===== src/mru_defines.svh =====
`ifndef MRU_DEFINES_SVH
`define MRU_DEFINES_SVH

// ==========================================================
// register byte offsets on the lite bus
`define MRU_REG_STATUS  8'h00
`define MRU_REG_WDOG    8'h04
`define MRU_REG_RESET   8'h08
`define MRU_REG_EVENT   8'h0c
`define MRU_REG_FCTRL   8'h10
`define MRU_REG_FID     8'h14
`define MRU_REG_FMASK   8'h18
`define MRU_REG_DMASKLO 8'h1c
`define MRU_REG_DMASKHI 8'h20
`define MRU_REG_NVSTAT  8'h24
`define MRU_REG_LOCK    8'h28
`define MRU_REG_GPM     8'h2c

// ==========================================================
// field positions
`define MRU_RST_CNT_LSB  8
`define MRU_RST_LHC_BIT  16
`define MRU_EVT_EN_LSB   8
`define MRU_FC_FILTER_DATA_MASK_ENABLE_BIT  6
`define MRU_FC_IDE_BIT   7
`define MRU_FC_COK_BIT   8
`define MRU_NV_CRC_LSB   8
`define MRU_LOCK_PDC_BIT 16

// ==========================================================
// mode select codes from the mode controller
`define MRU_SEL_STANDBY  3'h0
`define MRU_SEL_NORMAL   3'h1
`define MRU_SEL_SLEEP    3'h2
`define MRU_SEL_OVERTEMP 3'h3
`define MRU_SEL_RESET    3'h4

// ==========================================================
// reset and mode-entry values
`define MRU_OPM_STANDBY  3'h4
`define MRU_OPM_NORMAL   3'h7
`define MRU_OPM_SLEEP    3'h1
`define MRU_WDP_DEFAULT  4'h4
`define MRU_RSS_OVERTEMP 5'h12
`define MRU_RCC_LIMP     2'h3
`define MRU_DMASK_RST    8'hff
`define MRU_DLC_RST      4'h0
`define MRU_FILTER_DATA_MASK_ENABLE_RST     1'h1
`define MRU_RESP_OKAY    2'h0
`define MRU_RESP_SLVERR  2'h2

// ==========================================================
// limp delay: time in microseconds and clock rate in MHz
`define MRU_LIMP_DELAY_US 1000
`define MRU_CLK_MHZ       50

`endif


===== src/mru_pkg.sv =====
package mru_pkg;

	// ==========================================================
	// operating modes, one-hot
	typedef enum logic [5:0] {
		MODE_OFF      = 6'h01,
		MODE_STANDBY  = 6'h02,
		MODE_NORMAL   = 6'h04,
		MODE_SLEEP    = 6'h08,
		MODE_OVERTEMP = 6'h10,
		MODE_RESET    = 6'h20
	} mru_mode_type;

endpackage : mru_pkg

===== src/mru_limp_timer.sv =====
`timescale 1ns/100ps
// ==========================================================
// limp delay timer: runs while i_run is high, restarts when low
module mru_limp_timer #(
	parameter int CNT_MAX = 50000
) (
	input  wire logic i_clk,
	input  wire logic i_rst,
	input  wire logic i_run,
	output logic      o_elapsed
);
	localparam int W = $clog2(CNT_MAX + 1);

	logic [W-1:0] cnt_ff;

	// count saturates so a long stay never wraps back below the limit
	always_ff @(posedge i_clk) begin
		if (i_rst || !i_run) begin
			cnt_ff <= '0;
		end else if (cnt_ff != W'(CNT_MAX)) begin
			cnt_ff <= cnt_ff + W'(1);
		end
	end

	// elapsed once the full delay has passed in the current stay
	always_ff @(posedge i_clk) begin
		if (i_rst || !i_run) begin
			o_elapsed <= 1'b0;
		end else begin
			o_elapsed <= (cnt_ff == W'(CNT_MAX));
		end
	end

	property p_elapse_time;
		@(posedge i_clk) disable iff (i_rst)
		$rose(o_elapsed) |-> $past(i_run) && ($past(cnt_ff) == W'(CNT_MAX));
	endproperty
	a_elapse_time: assert property (p_elapse_time)
		else $error("limp delay flagged before the full count");

endmodule : mru_limp_timer


===== src/mru_mode_regs.sv =====
// Implementation choices: the register offsets and the AXI4-Lite interface to the registers.
`timescale 1ns/100ps
`include "mru_defines.svh"

module mru_mode_regs #(
	parameter int LIMP_DELAY_CYC = `MRU_LIMP_DELAY_US * `MRU_CLK_MHZ,
	parameter int N_LOCK         = 7
) (
	input  wire logic        I_CLK,
	input  wire logic        I_SYS_RST,
	input  wire logic        I_MODE_CHG,
	input  wire logic [2:0]  I_MODE_SEL,
	input  wire logic [4:0]  I_RST_SOURCE,
	input  wire logic        I_TX_ACTIVE,
	input  wire logic        I_OTW_LIVE,
	input  wire logic        I_FNM_LIVE,
	input  wire logic        I_SDM_LIVE,
	input  wire logic        I_PNCFG_LIVE,
	input  wire logic        I_CAN_WAKE,
	input  wire logic        I_OTW_EVT,
	input  wire logic        I_FD_EVT,
	input  wire logic        I_NV_FNM_CFG,
	input  wire logic        I_NV_SDM_CFG,
	input  wire logic        I_NV_SLP_CFG,
	input  wire logic [1:0]  I_NV_RLC_CFG,
	input  wire logic        I_NV_ECC,
	input  wire logic        I_NV_PROG,
	input  wire logic [7:0]  I_AXI_AWADDR,
	input  wire logic        I_AXI_AWVALID,
	output logic             O_AXI_AWREADY,
	input  wire logic [31:0] I_AXI_WDATA,
	input  wire logic [3:0]  I_AXI_WSTRB,
	input  wire logic        I_AXI_WVALID,
	output logic             O_AXI_WREADY,
	output logic [1:0]       O_AXI_BRESP,
	output logic             O_AXI_BVALID,
	input  wire logic        I_AXI_BREADY,
	input  wire logic [7:0]  I_AXI_ARADDR,
	input  wire logic        I_AXI_ARVALID,
	output logic             O_AXI_ARREADY,
	output logic [31:0]      O_AXI_RDATA,
	output logic [1:0]       O_AXI_RRESP,
	output logic             O_AXI_RVALID,
	input  wire logic        I_AXI_RREADY,
	output logic [2:0]       O_MODE_CODE,
	output logic             O_LIMP_HOME
);
	// ==========================================================
	// state
	mru_pkg::mru_mode_type mode_ff, nxt_mode;
	logic [2:0]        op_mode_ff;
	logic              nmny_ff, tx_stat_ff;
	logic              otw_st_ff, fnm_st_ff, sdm_st_ff, pncfg_st_ff;
	logic [3:0]        wdp_ff;
	logic [1:0]        rcc_ff;
	logic [4:0]        rss_ff;
	logic              lhc_ff;
	logic [2:0]        evt_ff, evt_en_ff;
	logic [3:0]        dlc_ff;
	logic              filter_data_mask_enable_ff, ide_ff, filter_config_ok_ff;
	logic [31:0]       fid_ff, fmask_ff, gpm_ff;
	logic [7:0]        dmask_ff [0:7];
	logic [7:0]        crc_ff;
	logic [N_LOCK-1:0] lock_ff;
	logic              pdc_ff;
	logic              limp_elapsed;
	logic              limp_mode;
	logic              mode_ok, enter_ot, enter_rst;
	logic [7:0]        aw_addr_ff;
	logic [31:0]       wdata_ff;
	logic [3:0]        wstrb_ff;
	logic              aw_full_ff, w_full_ff;
	logic              wr_go, wr_commit;
	logic [31:0]       wval;

	// ==========================================================
	// helper functions
	function automatic mru_pkg::mru_mode_type sel_to_mode(
		input logic [2:0] s);
		unique case (s)
			`MRU_SEL_STANDBY:  sel_to_mode = mru_pkg::MODE_STANDBY;
			`MRU_SEL_NORMAL:   sel_to_mode = mru_pkg::MODE_NORMAL;
			`MRU_SEL_SLEEP:    sel_to_mode = mru_pkg::MODE_SLEEP;
			`MRU_SEL_OVERTEMP: sel_to_mode = mru_pkg::MODE_OVERTEMP;
			default:           sel_to_mode = mru_pkg::MODE_RESET;
		endcase
	endfunction : sel_to_mode

	// register word seen by software at a byte address
	function automatic logic [31:0] reg_word(input logic [7:0] a);
		reg_word = 32'h0;
		unique case ({a[7:2], 2'b00})
			`MRU_REG_STATUS: reg_word = {23'h0, pncfg_st_ff, sdm_st_ff,
				fnm_st_ff, otw_st_ff, tx_stat_ff, nmny_ff, op_mode_ff};
			`MRU_REG_WDOG:   reg_word[3:0] = wdp_ff;
			`MRU_REG_RESET: begin
				reg_word[4:0] = rss_ff;
				reg_word[`MRU_RST_CNT_LSB +: 2] = rcc_ff;
				reg_word[`MRU_RST_LHC_BIT] = lhc_ff;
			end
			`MRU_REG_EVENT: begin
				reg_word[2:0] = evt_ff;
				reg_word[`MRU_EVT_EN_LSB +: 3] = evt_en_ff;
			end
			`MRU_REG_FCTRL: begin
				reg_word[3:0] = dlc_ff;
				reg_word[`MRU_FC_FILTER_DATA_MASK_ENABLE_BIT] = filter_data_mask_enable_ff;
				reg_word[`MRU_FC_IDE_BIT] = ide_ff;
				reg_word[`MRU_FC_COK_BIT] = filter_config_ok_ff;
			end
			`MRU_REG_FID:     reg_word = fid_ff;
			`MRU_REG_FMASK:   reg_word = fmask_ff;
			`MRU_REG_DMASKLO: reg_word = {dmask_ff[3], dmask_ff[2],
				dmask_ff[1], dmask_ff[0]};
			`MRU_REG_DMASKHI: reg_word = {dmask_ff[7], dmask_ff[6],
				dmask_ff[5], dmask_ff[4]};
			// nonvolatile fields come straight from the store, never latched
			`MRU_REG_NVSTAT: begin
				reg_word[6:0] = {I_NV_PROG, I_NV_ECC, I_NV_RLC_CFG,
					I_NV_SLP_CFG, I_NV_SDM_CFG, I_NV_FNM_CFG};
				reg_word[`MRU_NV_CRC_LSB +: 8] = crc_ff;
			end
			`MRU_REG_LOCK: begin
				reg_word[N_LOCK-1:0] = lock_ff;
				reg_word[`MRU_LOCK_PDC_BIT] = pdc_ff;
			end
			`MRU_REG_GPM:     reg_word = gpm_ff;
			default:          reg_word = 32'h0;
		endcase
	endfunction : reg_word

	function automatic logic reg_mapped(input logic [7:0] a);
		reg_mapped = (a[1:0] == 2'b00) && (a <= `MRU_REG_GPM);
	endfunction : reg_mapped

	function automatic logic wr_hit(input logic [7:0] off);
		wr_hit = wr_commit && ({aw_addr_ff[7:2], 2'b00} == off);
	endfunction : wr_hit

	// ==========================================================
	// mode tracking; illegal select codes are ignored
	assign mode_ok   = I_MODE_CHG && (I_MODE_SEL <= `MRU_SEL_RESET);
	assign nxt_mode  = mode_ok ? sel_to_mode(I_MODE_SEL) : mode_ff;
	assign enter_ot  = mode_ok && (nxt_mode == mru_pkg::MODE_OVERTEMP);
	assign enter_rst = mode_ok && (nxt_mode == mru_pkg::MODE_RESET);

	// every mode-entry field below keys off the same edge as mode_ff
	always_ff @(posedge I_CLK) begin
		if (I_SYS_RST) begin
			mode_ff <= mru_pkg::MODE_OFF;
		end else begin
			mode_ff <= nxt_mode;
		end
	end

	// overtemp leaves the code alone since its value is not defined there
	always_ff @(posedge I_CLK) begin
		if (I_SYS_RST) begin
			op_mode_ff <= `MRU_OPM_STANDBY;
		end else if (mode_ok) begin
			unique case (nxt_mode)
				mru_pkg::MODE_NORMAL:   op_mode_ff <= `MRU_OPM_NORMAL;
				mru_pkg::MODE_SLEEP:    op_mode_ff <= `MRU_OPM_SLEEP;
				mru_pkg::MODE_OVERTEMP: op_mode_ff <= op_mode_ff;
				default:                op_mode_ff <= `MRU_OPM_STANDBY;
			endcase
		end
	end

	// transmitter status gated by the mode about to be active
	always_ff @(posedge I_CLK) begin
		if (I_SYS_RST) begin
			tx_stat_ff <= 1'b0;
		end else begin
			tx_stat_ff <= (nxt_mode == mru_pkg::MODE_NORMAL) && I_TX_ACTIVE;
		end
	end

	always_ff @(posedge I_CLK) begin
		if (I_SYS_RST) begin
			nmny_ff <= 1'b1;
		end else if (mode_ok && nxt_mode == mru_pkg::MODE_NORMAL) begin
			nmny_ff <= 1'b0;
		end
	end

	// live status, zero only during power-on
	always_ff @(posedge I_CLK) begin
		if (I_SYS_RST) begin
			{otw_st_ff, fnm_st_ff, sdm_st_ff, pncfg_st_ff} <= 4'h0;
		end else begin
			otw_st_ff   <= I_OTW_LIVE;
			fnm_st_ff   <= I_FNM_LIVE;
			sdm_st_ff   <= I_SDM_LIVE;
			pncfg_st_ff <= I_PNCFG_LIVE;
		end
	end

	// watchdog period: mode reload beats a software write in one cycle
	always_ff @(posedge I_CLK) begin
		if (I_SYS_RST || enter_ot || enter_rst) begin
			wdp_ff <= `MRU_WDP_DEFAULT;
		end else if (wr_hit(`MRU_REG_WDOG)) begin
			wdp_ff <= wval[3:0];
		end
	end

	// reset counter wraps after three, as a two-bit field must
	always_ff @(posedge I_CLK) begin
		if (I_SYS_RST) begin
			rcc_ff <= 2'h0;
		end else if (enter_rst) begin
			rcc_ff <= rcc_ff + 2'h1;
		end
	end

	always_ff @(posedge I_CLK) begin
		if (I_SYS_RST) begin
			rss_ff <= 5'h00;
		end else if (enter_ot) begin
			rss_ff <= `MRU_RSS_OVERTEMP;
		end else if (enter_rst) begin
			rss_ff <= I_RST_SOURCE;
		end
	end

	// ==========================================================
	// limp-home control
	// the delay only counts while the device sits in overtemp or reset
	assign limp_mode = (mode_ff == mru_pkg::MODE_OVERTEMP) ||
		(mode_ff == mru_pkg::MODE_RESET);

	mru_limp_timer #(
		.CNT_MAX (LIMP_DELAY_CYC)
	) u_limp_timer (
		.i_clk     (I_CLK),
		.i_rst     (I_SYS_RST),
		.i_run     (limp_mode),
		.o_elapsed (limp_elapsed)
	);

	// hardware set wins over a software clear in the same cycle;
	// elapsed lags a mode exit by one edge, so it is gated by the mode
	always_ff @(posedge I_CLK) begin
		if (I_SYS_RST) begin
			lhc_ff <= 1'b0;
		end else if ((limp_elapsed && limp_mode) ||
				(mode_ff == mru_pkg::MODE_RESET &&
				rcc_ff == `MRU_RCC_LIMP)) begin
			lhc_ff <= 1'b1;
		end else if (wr_hit(`MRU_REG_RESET)) begin
			lhc_ff <= wval[`MRU_RST_LHC_BIT];
		end
	end

	// ==========================================================
	// events: write one to clear, a new event wins over the clear
	generate
		for (genvar g = 0; g < 3; g++) begin : g_evt
			logic evt_in;
			assign evt_in = (g == 0) ? I_CAN_WAKE :
				(g == 1) ? I_OTW_EVT : I_FD_EVT;
			always_ff @(posedge I_CLK) begin
				if (I_SYS_RST) begin
					evt_ff[g] <= 1'b0;
				end else if (evt_in) begin
					evt_ff[g] <= 1'b1;
				end else if (wr_hit(`MRU_REG_EVENT) && wstrb_ff[0] &&
						wdata_ff[g]) begin
					evt_ff[g] <= 1'b0;
				end
			end
		end
	endgenerate

	always_ff @(posedge I_CLK) begin
		if (I_SYS_RST) begin
			evt_en_ff <= 3'h0;
		end else if (wr_hit(`MRU_REG_EVENT)) begin
			evt_en_ff <= wval[`MRU_EVT_EN_LSB +: 3];
		end
	end

	// ==========================================================
	// frame filter configuration, only power-on resets it
	always_ff @(posedge I_CLK) begin
		if (I_SYS_RST) begin
			dlc_ff   <= `MRU_DLC_RST;
			filter_data_mask_enable_ff  <= `MRU_FILTER_DATA_MASK_ENABLE_RST;
			ide_ff   <= 1'b0;
			filter_config_ok_ff <= 1'b0;
		end else if (wr_hit(`MRU_REG_FCTRL)) begin
			dlc_ff   <= wval[3:0];
			filter_data_mask_enable_ff  <= wval[`MRU_FC_FILTER_DATA_MASK_ENABLE_BIT];
			ide_ff   <= wval[`MRU_FC_IDE_BIT];
			filter_config_ok_ff <= wval[`MRU_FC_COK_BIT];
		end
	end

	always_ff @(posedge I_CLK) begin
		if (I_SYS_RST) begin
			fid_ff   <= 32'h0;
			fmask_ff <= 32'h0;
		end else begin
			if (wr_hit(`MRU_REG_FID)) begin
				fid_ff <= wval;
			end
			if (wr_hit(`MRU_REG_FMASK)) begin
				fmask_ff <= wval;
			end
		end
	end

	generate
		for (genvar d = 0; d < 8; d++) begin : g_dmask
			always_ff @(posedge I_CLK) begin
				if (I_SYS_RST) begin
					dmask_ff[d] <= `MRU_DMASK_RST;
				end else if (wr_hit((d < 4) ? `MRU_REG_DMASKLO :
						`MRU_REG_DMASKHI)) begin
					dmask_ff[d] <= wval[(d % 4) * 8 +: 8];
				end
			end
		end
	endgenerate

	// ==========================================================
	// scratch, checksum control, locks and power distribution
	always_ff @(posedge I_CLK) begin
		if (I_SYS_RST) begin
			crc_ff <= 8'h00;
			gpm_ff <= 32'h0;
		end else begin
			if (wr_hit(`MRU_REG_NVSTAT)) begin
				crc_ff <= wval[`MRU_NV_CRC_LSB +: 8];
			end
			if (wr_hit(`MRU_REG_GPM)) begin
				gpm_ff <= wval;
			end
		end
	end

	always_ff @(posedge I_CLK) begin
		if (I_SYS_RST) begin
			lock_ff <= '0;
			pdc_ff  <= 1'b0;
		end else if (wr_hit(`MRU_REG_LOCK)) begin
			lock_ff <= wval[N_LOCK-1:0];
			pdc_ff  <= wval[`MRU_LOCK_PDC_BIT];
		end
	end

	// ==========================================================
	// lite bus write side: address and data taken in either order
	assign wr_go     = aw_full_ff && w_full_ff && !O_AXI_BVALID;
	// unmapped or misaligned addresses must never reach a register
	assign wr_commit = wr_go && !mode_ok && reg_mapped(aw_addr_ff);

	// merge strobed bytes over the current word
	always_comb begin
		wval = reg_word(aw_addr_ff);
		for (int b = 0; b < 4; b++) begin
			if (wstrb_ff[b]) begin
				wval[b*8 +: 8] = wdata_ff[b*8 +: 8];
			end
		end
	end

	always_ff @(posedge I_CLK) begin
		if (I_SYS_RST) begin
			aw_full_ff    <= 1'b0;
			O_AXI_AWREADY <= 1'b1;
			aw_addr_ff    <= 8'h00;
		end else if (I_AXI_AWVALID && O_AXI_AWREADY) begin
			aw_full_ff    <= 1'b1;
			O_AXI_AWREADY <= 1'b0;
			aw_addr_ff    <= I_AXI_AWADDR;
		end else if (O_AXI_BVALID && I_AXI_BREADY) begin
			aw_full_ff    <= 1'b0;
			O_AXI_AWREADY <= 1'b1;
		end
	end

	always_ff @(posedge I_CLK) begin
		if (I_SYS_RST) begin
			w_full_ff    <= 1'b0;
			O_AXI_WREADY <= 1'b1;
			wdata_ff     <= 32'h0;
			wstrb_ff     <= 4'h0;
		end else if (I_AXI_WVALID && O_AXI_WREADY) begin
			w_full_ff    <= 1'b1;
			O_AXI_WREADY <= 1'b0;
			wdata_ff     <= I_AXI_WDATA;
			wstrb_ff     <= I_AXI_WSTRB;
		end else if (O_AXI_BVALID && I_AXI_BREADY) begin
			w_full_ff    <= 1'b0;
			O_AXI_WREADY <= 1'b1;
		end
	end

	// a write colliding with a mode change is dropped and answered slverr
	always_ff @(posedge I_CLK) begin
		if (I_SYS_RST) begin
			O_AXI_BVALID <= 1'b0;
			O_AXI_BRESP  <= `MRU_RESP_OKAY;
		end else if (wr_go) begin
			O_AXI_BVALID <= 1'b1;
			O_AXI_BRESP  <= (mode_ok || !reg_mapped(aw_addr_ff)) ?
				`MRU_RESP_SLVERR : `MRU_RESP_OKAY;
		end else if (I_AXI_BREADY) begin
			O_AXI_BVALID <= 1'b0;
		end
	end

	// ==========================================================
	// lite bus read side: one outstanding read, data one cycle after
	always_ff @(posedge I_CLK) begin
		if (I_SYS_RST) begin
			O_AXI_ARREADY <= 1'b1;
			O_AXI_RVALID  <= 1'b0;
			O_AXI_RDATA   <= 32'h0;
			O_AXI_RRESP   <= `MRU_RESP_OKAY;
		end else if (I_AXI_ARVALID && O_AXI_ARREADY) begin
			O_AXI_ARREADY <= 1'b0;
			O_AXI_RVALID  <= 1'b1;
			if (mode_ok || !reg_mapped(I_AXI_ARADDR)) begin
				O_AXI_RDATA <= 32'h0;
				O_AXI_RRESP <= `MRU_RESP_SLVERR;
			end else begin
				O_AXI_RDATA <= reg_word(I_AXI_ARADDR);
				O_AXI_RRESP <= `MRU_RESP_OKAY;
			end
		end else if (O_AXI_RVALID && I_AXI_RREADY) begin
			O_AXI_ARREADY <= 1'b1;
			O_AXI_RVALID  <= 1'b0;
		end
	end

	// pin-facing copies, registered so they match the register view
	always_ff @(posedge I_CLK) begin
		if (I_SYS_RST) begin
			O_MODE_CODE <= `MRU_OPM_STANDBY;
			O_LIMP_HOME <= 1'b0;
		end else begin
			O_MODE_CODE <= op_mode_ff;
			O_LIMP_HOME <= lhc_ff;
		end
	end

	// ==========================================================
	// checks
	property p_mode_code;
		@(posedge I_CLK) disable iff (I_SYS_RST)
		(mode_ok && nxt_mode != mru_pkg::MODE_OVERTEMP) |=>
			(mode_ff == mru_pkg::MODE_NORMAL) ==
			(op_mode_ff == `MRU_OPM_NORMAL);
	endproperty
	a_mode_code: assert property (p_mode_code)
		else $error("mode code does not match entered mode");

	property p_tx_gate;
		@(posedge I_CLK) disable iff (I_SYS_RST)
		(mode_ff != mru_pkg::MODE_NORMAL) |-> !tx_stat_ff;
	endproperty
	a_tx_gate: assert property (p_tx_gate)
		else $error("transmitter status set outside normal mode");

	property p_nmny_fall;
		@(posedge I_CLK) disable iff (I_SYS_RST)
		$fell(nmny_ff) |-> $past(mode_ok) &&
			($past(I_MODE_SEL) == `MRU_SEL_NORMAL);
	endproperty
	a_nmny_fall: assert property (p_nmny_fall)
		else $error("normal flag cleared without entering normal");

	property p_wdp_reload;
		@(posedge I_CLK) disable iff (I_SYS_RST)
		(enter_ot || enter_rst) |=> (wdp_ff == `MRU_WDP_DEFAULT);
	endproperty
	a_wdp_reload: assert property (p_wdp_reload)
		else $error("watchdog period not reloaded on mode entry");

	property p_rcc_step;
		@(posedge I_CLK) disable iff (I_SYS_RST)
		!$past(I_SYS_RST) |-> (rcc_ff == $past(rcc_ff) +
			2'($past(enter_rst)));
	endproperty
	a_rcc_step: assert property (p_rcc_step)
		else $error("reset counter moved without a reset entry");

	property p_rss_ot;
		@(posedge I_CLK) disable iff (I_SYS_RST)
		enter_ot |=> (rss_ff == `MRU_RSS_OVERTEMP) ##1
			((rss_ff == `MRU_RSS_OVERTEMP) || $past(enter_rst));
	endproperty
	a_rss_ot: assert property (p_rss_ot)
		else $error("reset cause wrong after overtemp entry");

	property p_limp_cnt;
		@(posedge I_CLK) disable iff (I_SYS_RST)
		(mode_ff == mru_pkg::MODE_RESET && rcc_ff == `MRU_RCC_LIMP)
			|=> lhc_ff ##1 O_LIMP_HOME;
	endproperty
	a_limp_cnt: assert property (p_limp_cnt)
		else $error("limp bit not set at reset count three");

	property p_live_otw;
		@(posedge I_CLK) disable iff (I_SYS_RST)
		!$past(I_SYS_RST) |-> (otw_st_ff == $past(I_OTW_LIVE));
	endproperty
	a_live_otw: assert property (p_live_otw)
		else $error("overtemp warning status not tracking");

	property p_evt_set;
		@(posedge I_CLK) disable iff (I_SYS_RST)
		(I_CAN_WAKE || (evt_ff[0] && !wr_commit)) |=> evt_ff[0];
	endproperty
	a_evt_set: assert property (p_evt_set)
		else $error("wake event lost");

	property p_discard;
		@(posedge I_CLK) disable iff (I_SYS_RST)
		(wr_go && mode_ok) |=> O_AXI_BVALID &&
			(O_AXI_BRESP == `MRU_RESP_SLVERR) && $stable(gpm_ff) &&
			($stable(wdp_ff) || $past(enter_ot || enter_rst));
	endproperty
	a_discard: assert property (p_discard)
		else $error("colliding write not discarded");

endmodule : mru_mode_regs


===== config.mk =====
export PLATFORM = sky130hd
export DESIGN_NAME = mru_mode_regs
export DESIGN_NICKNAME = d
export VERILOG_FILES = /design/src/mru_pkg.sv /design/src/mru_limp_timer.sv /design/src/mru_mode_regs.sv
export VERILOG_INCLUDE_DIRS = /design/src
export SDC_FILE = /design/constraint.sdc
export NUM_CORES = 1
export LEC_CHECK = 0
export ABC_AREA = 0
export BUFFER_PORTS_ARGS = -buffer_cell sky130_fd_sc_hd__buf_2
export CORE_MARGIN = 8
export CORE_UTILIZATION = 55
export CTS_CLUSTER_SIZE = 14
export DETAILED_ROUTE_END_ITERATION = 7
export PLACE_DENSITY = 0.73
export SYNTH_ARGS = -nofsm -noshare
export SYNTH_HDL_FRONTEND = slang
export SYNTH_SLANG_ARGS = --single-unit

===== constraint.sdc =====
create_clock -name I_CLK -period 4.3 [get_ports I_CLK]
set_input_delay 0.645 -clock I_CLK [delete_from_list [all_inputs] [get_ports I_CLK]]
set_output_delay 0.645 -clock I_CLK [all_outputs]
set_load 0.01 [all_outputs]

# Yosys cells after proc, flatten, opt, wreduce, memory -nomap -nowiden
# Memory sizes are Yosys's and may differ from the RTL's.
# Cells that the tools add are included.
dict set report op_classes {
  n_addsub 2
  n_lt_le_gt_ge 3
  n_eq_ne 34
  mux 72
  bitwise_logic 9
  n_reduce_logical 61
}
# op count
set ops {}
lappend ops {{case mux 15 bit (5 select lines)} 2}
lappend ops {{two-way mux 8 bit} 12}
lappend ops {{case mux 3 bit (12 select lines)} 2}
lappend ops {{case mux 5 bit (6 select lines)} 2}
lappend ops {{== test 6 x 3 -> 1 bit (second input constant)} 9}
lappend ops {{== test 6 x 4 -> 1 bit (second input constant)} 9}
lappend ops {{case mux 1 bit (7 select lines)} 6}
lappend ops {{case mux 1 bit (9 select lines)} 4}
lappend ops {{logical AND 1 bit} 33}
lappend ops {{two-way mux 32 bit} 1}
lappend ops {{case mux 1 bit (8 select lines)} 4}
lappend ops {{two-way mux 1 bit} 28}
lappend ops {{== test 6 x 2 -> 1 bit (second input constant)} 4}
lappend ops {{case mux 6 bit (4 select lines)} 1}
lappend ops {{case mux 1 bit (11 select lines)} 2}
lappend ops {{case mux 1 bit (10 select lines)} 2}
lappend ops {{nonzero test 2 bit} 9}
lappend ops {{adder 16 x 1 -> 16 bit (second input constant)} 1}
lappend ops {{== test 16 bit (second input constant)} 1}
lappend ops {{<= comparator 8 x 6 -> 1 bit (second input constant)} 2}
lappend ops {{!= test 16 bit (second input constant)} 1}
lappend ops {{== test 6 x 1 -> 1 bit (second input constant)} 2}
lappend ops {{== test 6 x 5 -> 1 bit (second input constant)} 2}
lappend ops {{== test 6 bit (second input constant)} 2}
lappend ops {{18 further kinds} 40}
dict set report totals {
  ff_bits 260
  ram_bits 64
  inputBits 83
  word_cells 226
  memories 1
}
# name depth width read_ports rd_clocked_by_memory_dff write_ports line
set mem_list {}
lappend mem_list {dmask_ff 8 8 8 0 8 mru_mode_regs.sv:62} ;# logic [7:0] dmask_ff [0:7];

# Longest topological paths before layout
dict set report depth {
  word_depth 10
  mapped_depth 11
}

# Hierarchy
# Synthesis repeated with hierarchy kept, for this count alone.
dict set report unflattened {
  cells_unflattened 1710
  area_unflattened_um2 15476.1
}
# mod instances cells_per_inst area_per_inst_um2 seq_area_each_um2
set by_module_without_submodules {}
lappend by_module_without_submodules {mru_mode_regs 1 1607 14569.0 6746.5}
lappend by_module_without_submodules {mru_limp_timer 1 103 907.1 340.3}

# Least setup slack after synthesis
# OpenSTA, ideal clock, no wires.
dict set report synth_path {
  path_kind {reg-to-reg}
  startpoint {reg aw_addr_ff[4]}
  endpoint {mem dmask_ff[4][0], in the netlist dmask_ff[1][0], enable pin}
  setup_ns 0.389
  arrival_ns 2.268
  setup_slack_ns 1.642
  path_stages_with_launch 8
  synth_period_minus_slack_ns 2.658
  cell_sequence {dfxtp_1 -> buf_6 -> or4b_4 -> buf_6 -> nor3_4 -> buf_4 -> nand2_1 -> nand2_1}
}
# item line
set synth_rtl {}
lappend synth_rtl {{from (decl)} mru_mode_regs.sv:69} ;# logic [7:0] aw_addr_ff;
lappend synth_rtl {{from (signal assigned)} mru_mode_regs.sv:373} ;# aw_addr_ff <= 8'h00;
lappend synth_rtl {{from (signal assigned)} mru_mode_regs.sv:377} ;# aw_addr_ff <= I_AXI_AWADDR;
lappend synth_rtl {{to (decl)} mru_mode_regs.sv:62}

==> run_results.csv <==
group,metric,value,unit
outcome,status,"finished, violations left",
outcome,violations,"design-rule violations",
final_layout,area_growth,12.70,%
sta,layout_min_cycle_time,3.325,ns
routing,met1_length,21.43,mm
power_and_ir_drop,finalPower,6.745,mW
clocking,cts_buffer_depth,3,
routing,ant_nets,0,
worst_setup_path,critPathLaunchType,"register",
clocking,postCtsSetupBuffers,0,
synthesis,async_flop_share,0,
routing,drc,39,
worst_setup_path,crit_family,"compound AO/OA/AOI/OAI gates",
final_layout,layout_commonest_cell,"dfxtp_1",
worst_setup_path,crit_path_start,"aw_addr_ff[5]",
routing,vias,14493,
routing,wl_per_cell,24.68,um
clocking,clkTransAtPathRegs,0.06,ns
clocking,cts-resized-gates,0,
synthesis,yosysTopAreaCell,"dfxtp_1",
floorplan,core-area,27480,sq um
placed_design,dp_hpwl,34.37,mm
power_and_ir_drop,vdd_drop_max,0.0003025,V
worst_setup_path,critPathCapture,"dmask_ff[0][27]",
clocking,cts-root-buf,"clkbuf_16",
sta,rsz0062_at_grt,"no",
floorplan,pin_count,128,
worst_hold_path,worstHoldStart,"I_OTW_LIVE",
floorplan,die_area,33240,sq um
synthesis,synthTopCellsByArea,"dfxtp_1, edfxtp_1, nand2_1",
worst_setup_path,cp.required,4.55,ns
sta,finalClockSkew,0.01297,ns
floorplan,start_util,0.5537,
worst_hold_path,hold_path.class,"in -> reg",
clocking,hold_buffers,0,
final_layout,mostFrequentLayoutCells,"dfxtp_1, nand2_1, nand3_1",
clocking,tritoncts,"done",
final_layout,drive_gt1_frac,0.1546,
worst_setup_path,slowest_stage,"and3_1",
sta,setup_viol_count_final,0,
clocking,clk_latency,0.52,ns
worst_setup_path,cp_num_buf_inv,1,
synthesis,ys_seq_area_frac,0.4658,
worst_setup_path,cp-end-kind,"register",
synthesis,synth_edf_count,64,
sta,setup_tns,0,ns
grt,grt_max_degree,69,
worst_setup_path,cp.arrival,3.57,ns
placed_design,placed_area,16030,sq um
routing,first_pass_iters,8,
routing,via_per_inst,6.843,
floorplan,die_w,182.3,um
sta,worst_pin_slew,1.174,ns
clocking,clock_sinks,322,
power_and_ir_drop,power.density_cell_area,393.4,nW/um^2
final_layout,nFillCells,2430,
grt,antenna_found_initial,0,
power_and_ir_drop,p_leak,5.821,nW
synthesis,ys_types,83,
worst_setup_path,critPathMaxFanout,20,
final_layout,fin_cells,2118,
placed_design,io_buffers,125,
synthesis,synthesis.area,15210,sq um
worst_setup_path,cp.depth,6,
placed_design,place_inst,2056,
synthesis,synth.avg_cell_area,9.040,sq um
grt,grt_pass1_vias,13708,
grt,grt_pass1_wl,79.74,mm
worst_setup_path,r2r_end,"dmask_ff[0][27]",
routing,routed_wl,52.26,mm
synthesis,netlist_instances,1683,
routing,routed-wl-met3,7.511,mm
sta,hold_viol_final,0,
sta,drv_slew,0,
synthesis,synth_top_area_frac,0.3395,
worst_setup_path,critPathKind,"reg -> reg",
sta,clock.fmax,300.8,MHz
synthesis,ys_ff_latch,322,
routing,maxUsedRoutingLayer,"met4",
worst_setup_path,cp_slowest_stage_delay,0.89,ns
grt,gr-usage-all-layers,0.3034,
floorplan,die_h,182.3,um
final_layout,final_util,0.6240,
clocking,h-tree-depth,2,
final_layout,diodes,0,
sta,relSlewSlack,0.2160,
clocking,cts_buffers,36,
placed_design,gp_congestion,0.9650,
routing,dr.first_iter.drc_count,2200,
worst_setup_path,regToRegStartpoint,"aw_addr_ff[5]",
routing,met2_length,21.65,mm
floorplan,placementRows,61,
synthesis,yosysWarningCount,0,
sta,fin_crit_sh,0.7732,
grt,overflow,0,
worst_setup_path,ff2ff_setup_slack,0.98,ns
worst_setup_path,reg2regPathDepth,6,
job,cap_violations,0,
final_layout,nets,1834,
worst_setup_path,cp_cell_sequence,"a211o_1, a2111o_1, nor2_4, and3_1, buf_4, o21ai_0",
synthesis,ys_dominant_reg_cell,"dfxtp_1",
final_layout,design_area,17150,sq um
-- per-layer routing --
layer | global-route usage | vias to the layer above
li1 | - | 6501
met1 | 0.4198 | 6783
met2 | 0.4360 | 1034
met3 | 0.09743 | 175
met4 | 0.1109 | 0
met5 | 0 | -
-- how the worst min path moves through the flow --
| stage | slack [ns] | to | cells past startpoint |
|---|---|---|---|
| after floorplan | 0.43 | mode_ff[0] | 2 |
| after global placement | 0.44 | wdata_ff[5] | 2 |
| after detailed placement | 0.45 | wdata_ff[6] | 2 |
| after CTS | 0.34 | otw_st_ff | 2 |
| after global routing | 0.34 | otw_st_ff | 2 |
| final | 0.35 | otw_st_ff | 2 |
-- stage by stage --
| step | hold WS, ns | setup WS, ns |
|---|---|---|
| 2_1_floorplan | 0.4304 | 1.642 |
| 3_3_place_gp | 0.4447 | 1.054 |
| 3_5_place_dp | 0.4485 | 0.9349 |
| 4_1_cts | 0.3377 | 1.092 |
| 5_1_grt | 0.3410 | 0.9147 |
| 6_report | 0.3460 | 0.9751 |
-- power by group --
part / switching [mW] / internal, mW / total (mW)
sequential: 0.0669 / 3.12 / 3.19
combinational: 0.401 / 0.195 / 0.596
clock: 1.24 / 1.73 / 2.96
total: 1.70 / 5.04 / 6.75
-- cell type report --
type,instances,area [sq um],area share
timing repair buffer,175,1041,0.06071
multi-input combinational,1201,7420,0.4327
clock inverter,13,98.84,0.005765
sequential,322,7087,0.4133
tap,346,432.9,0.02525
inverter,12,45.04,0.002627
clock buffer,49,1022,0.05962
-- cells by family (layout without fill, tap and decap cells) --
group	Yosys count	count (layout)	synth area share
and+or+nand+nor	608	608	0.2053
AOI/OAI and AO/OA	548	548	0.2497
DFF	322	322	0.4658
buffers and inverters	161	249	0.04778
muxes	23	23	0.01900
xor gates and xnor gates	17	17	0.009786
adders and majority gates	3	3	0.002467
other	1	2	0.0002465
-- state kept, by name (all words and copies together) (netlist names), 5 cells and up --
signal	flops
O_AXI_RDATA	32
aw_addr_ff	8
crc_ff	8
dmask_ff	64
fid_ff	32
fmask_ff	32
gpm_ff	32
lock_ff	7
mode_ff	6
rss_ff	5
u_limp_timer.cnt_ff	16
wdata_ff	32
-- synthesized netlist by cell type (9+ instances only) --
cell	n
dfxtp_1	258
nand2_1	190
nand3_1	135
a21oi_1	96
clkbuf_1	87
o21ai_0	82
nor2_1	77
a22oi_1	70
edfxtp_1	64
o21ai_1	62
a222oi_1	41
nor2b_1	36
and3_1	34
buf_2	29
and2_1	27
a22o_1	26
a221oi_1	25
a211oi_1	20
a211o_1	19
nand4_1	19
buf_1	17
o31ai_1	14
a32oi_1	12
inv_1	12
mux2i_1	12
a311oi_1	11
nor3_1	11
o211ai_1	11
or2_2	11
xor2_1	11
buf_4	9
Power figures use the tool's default switching activity.
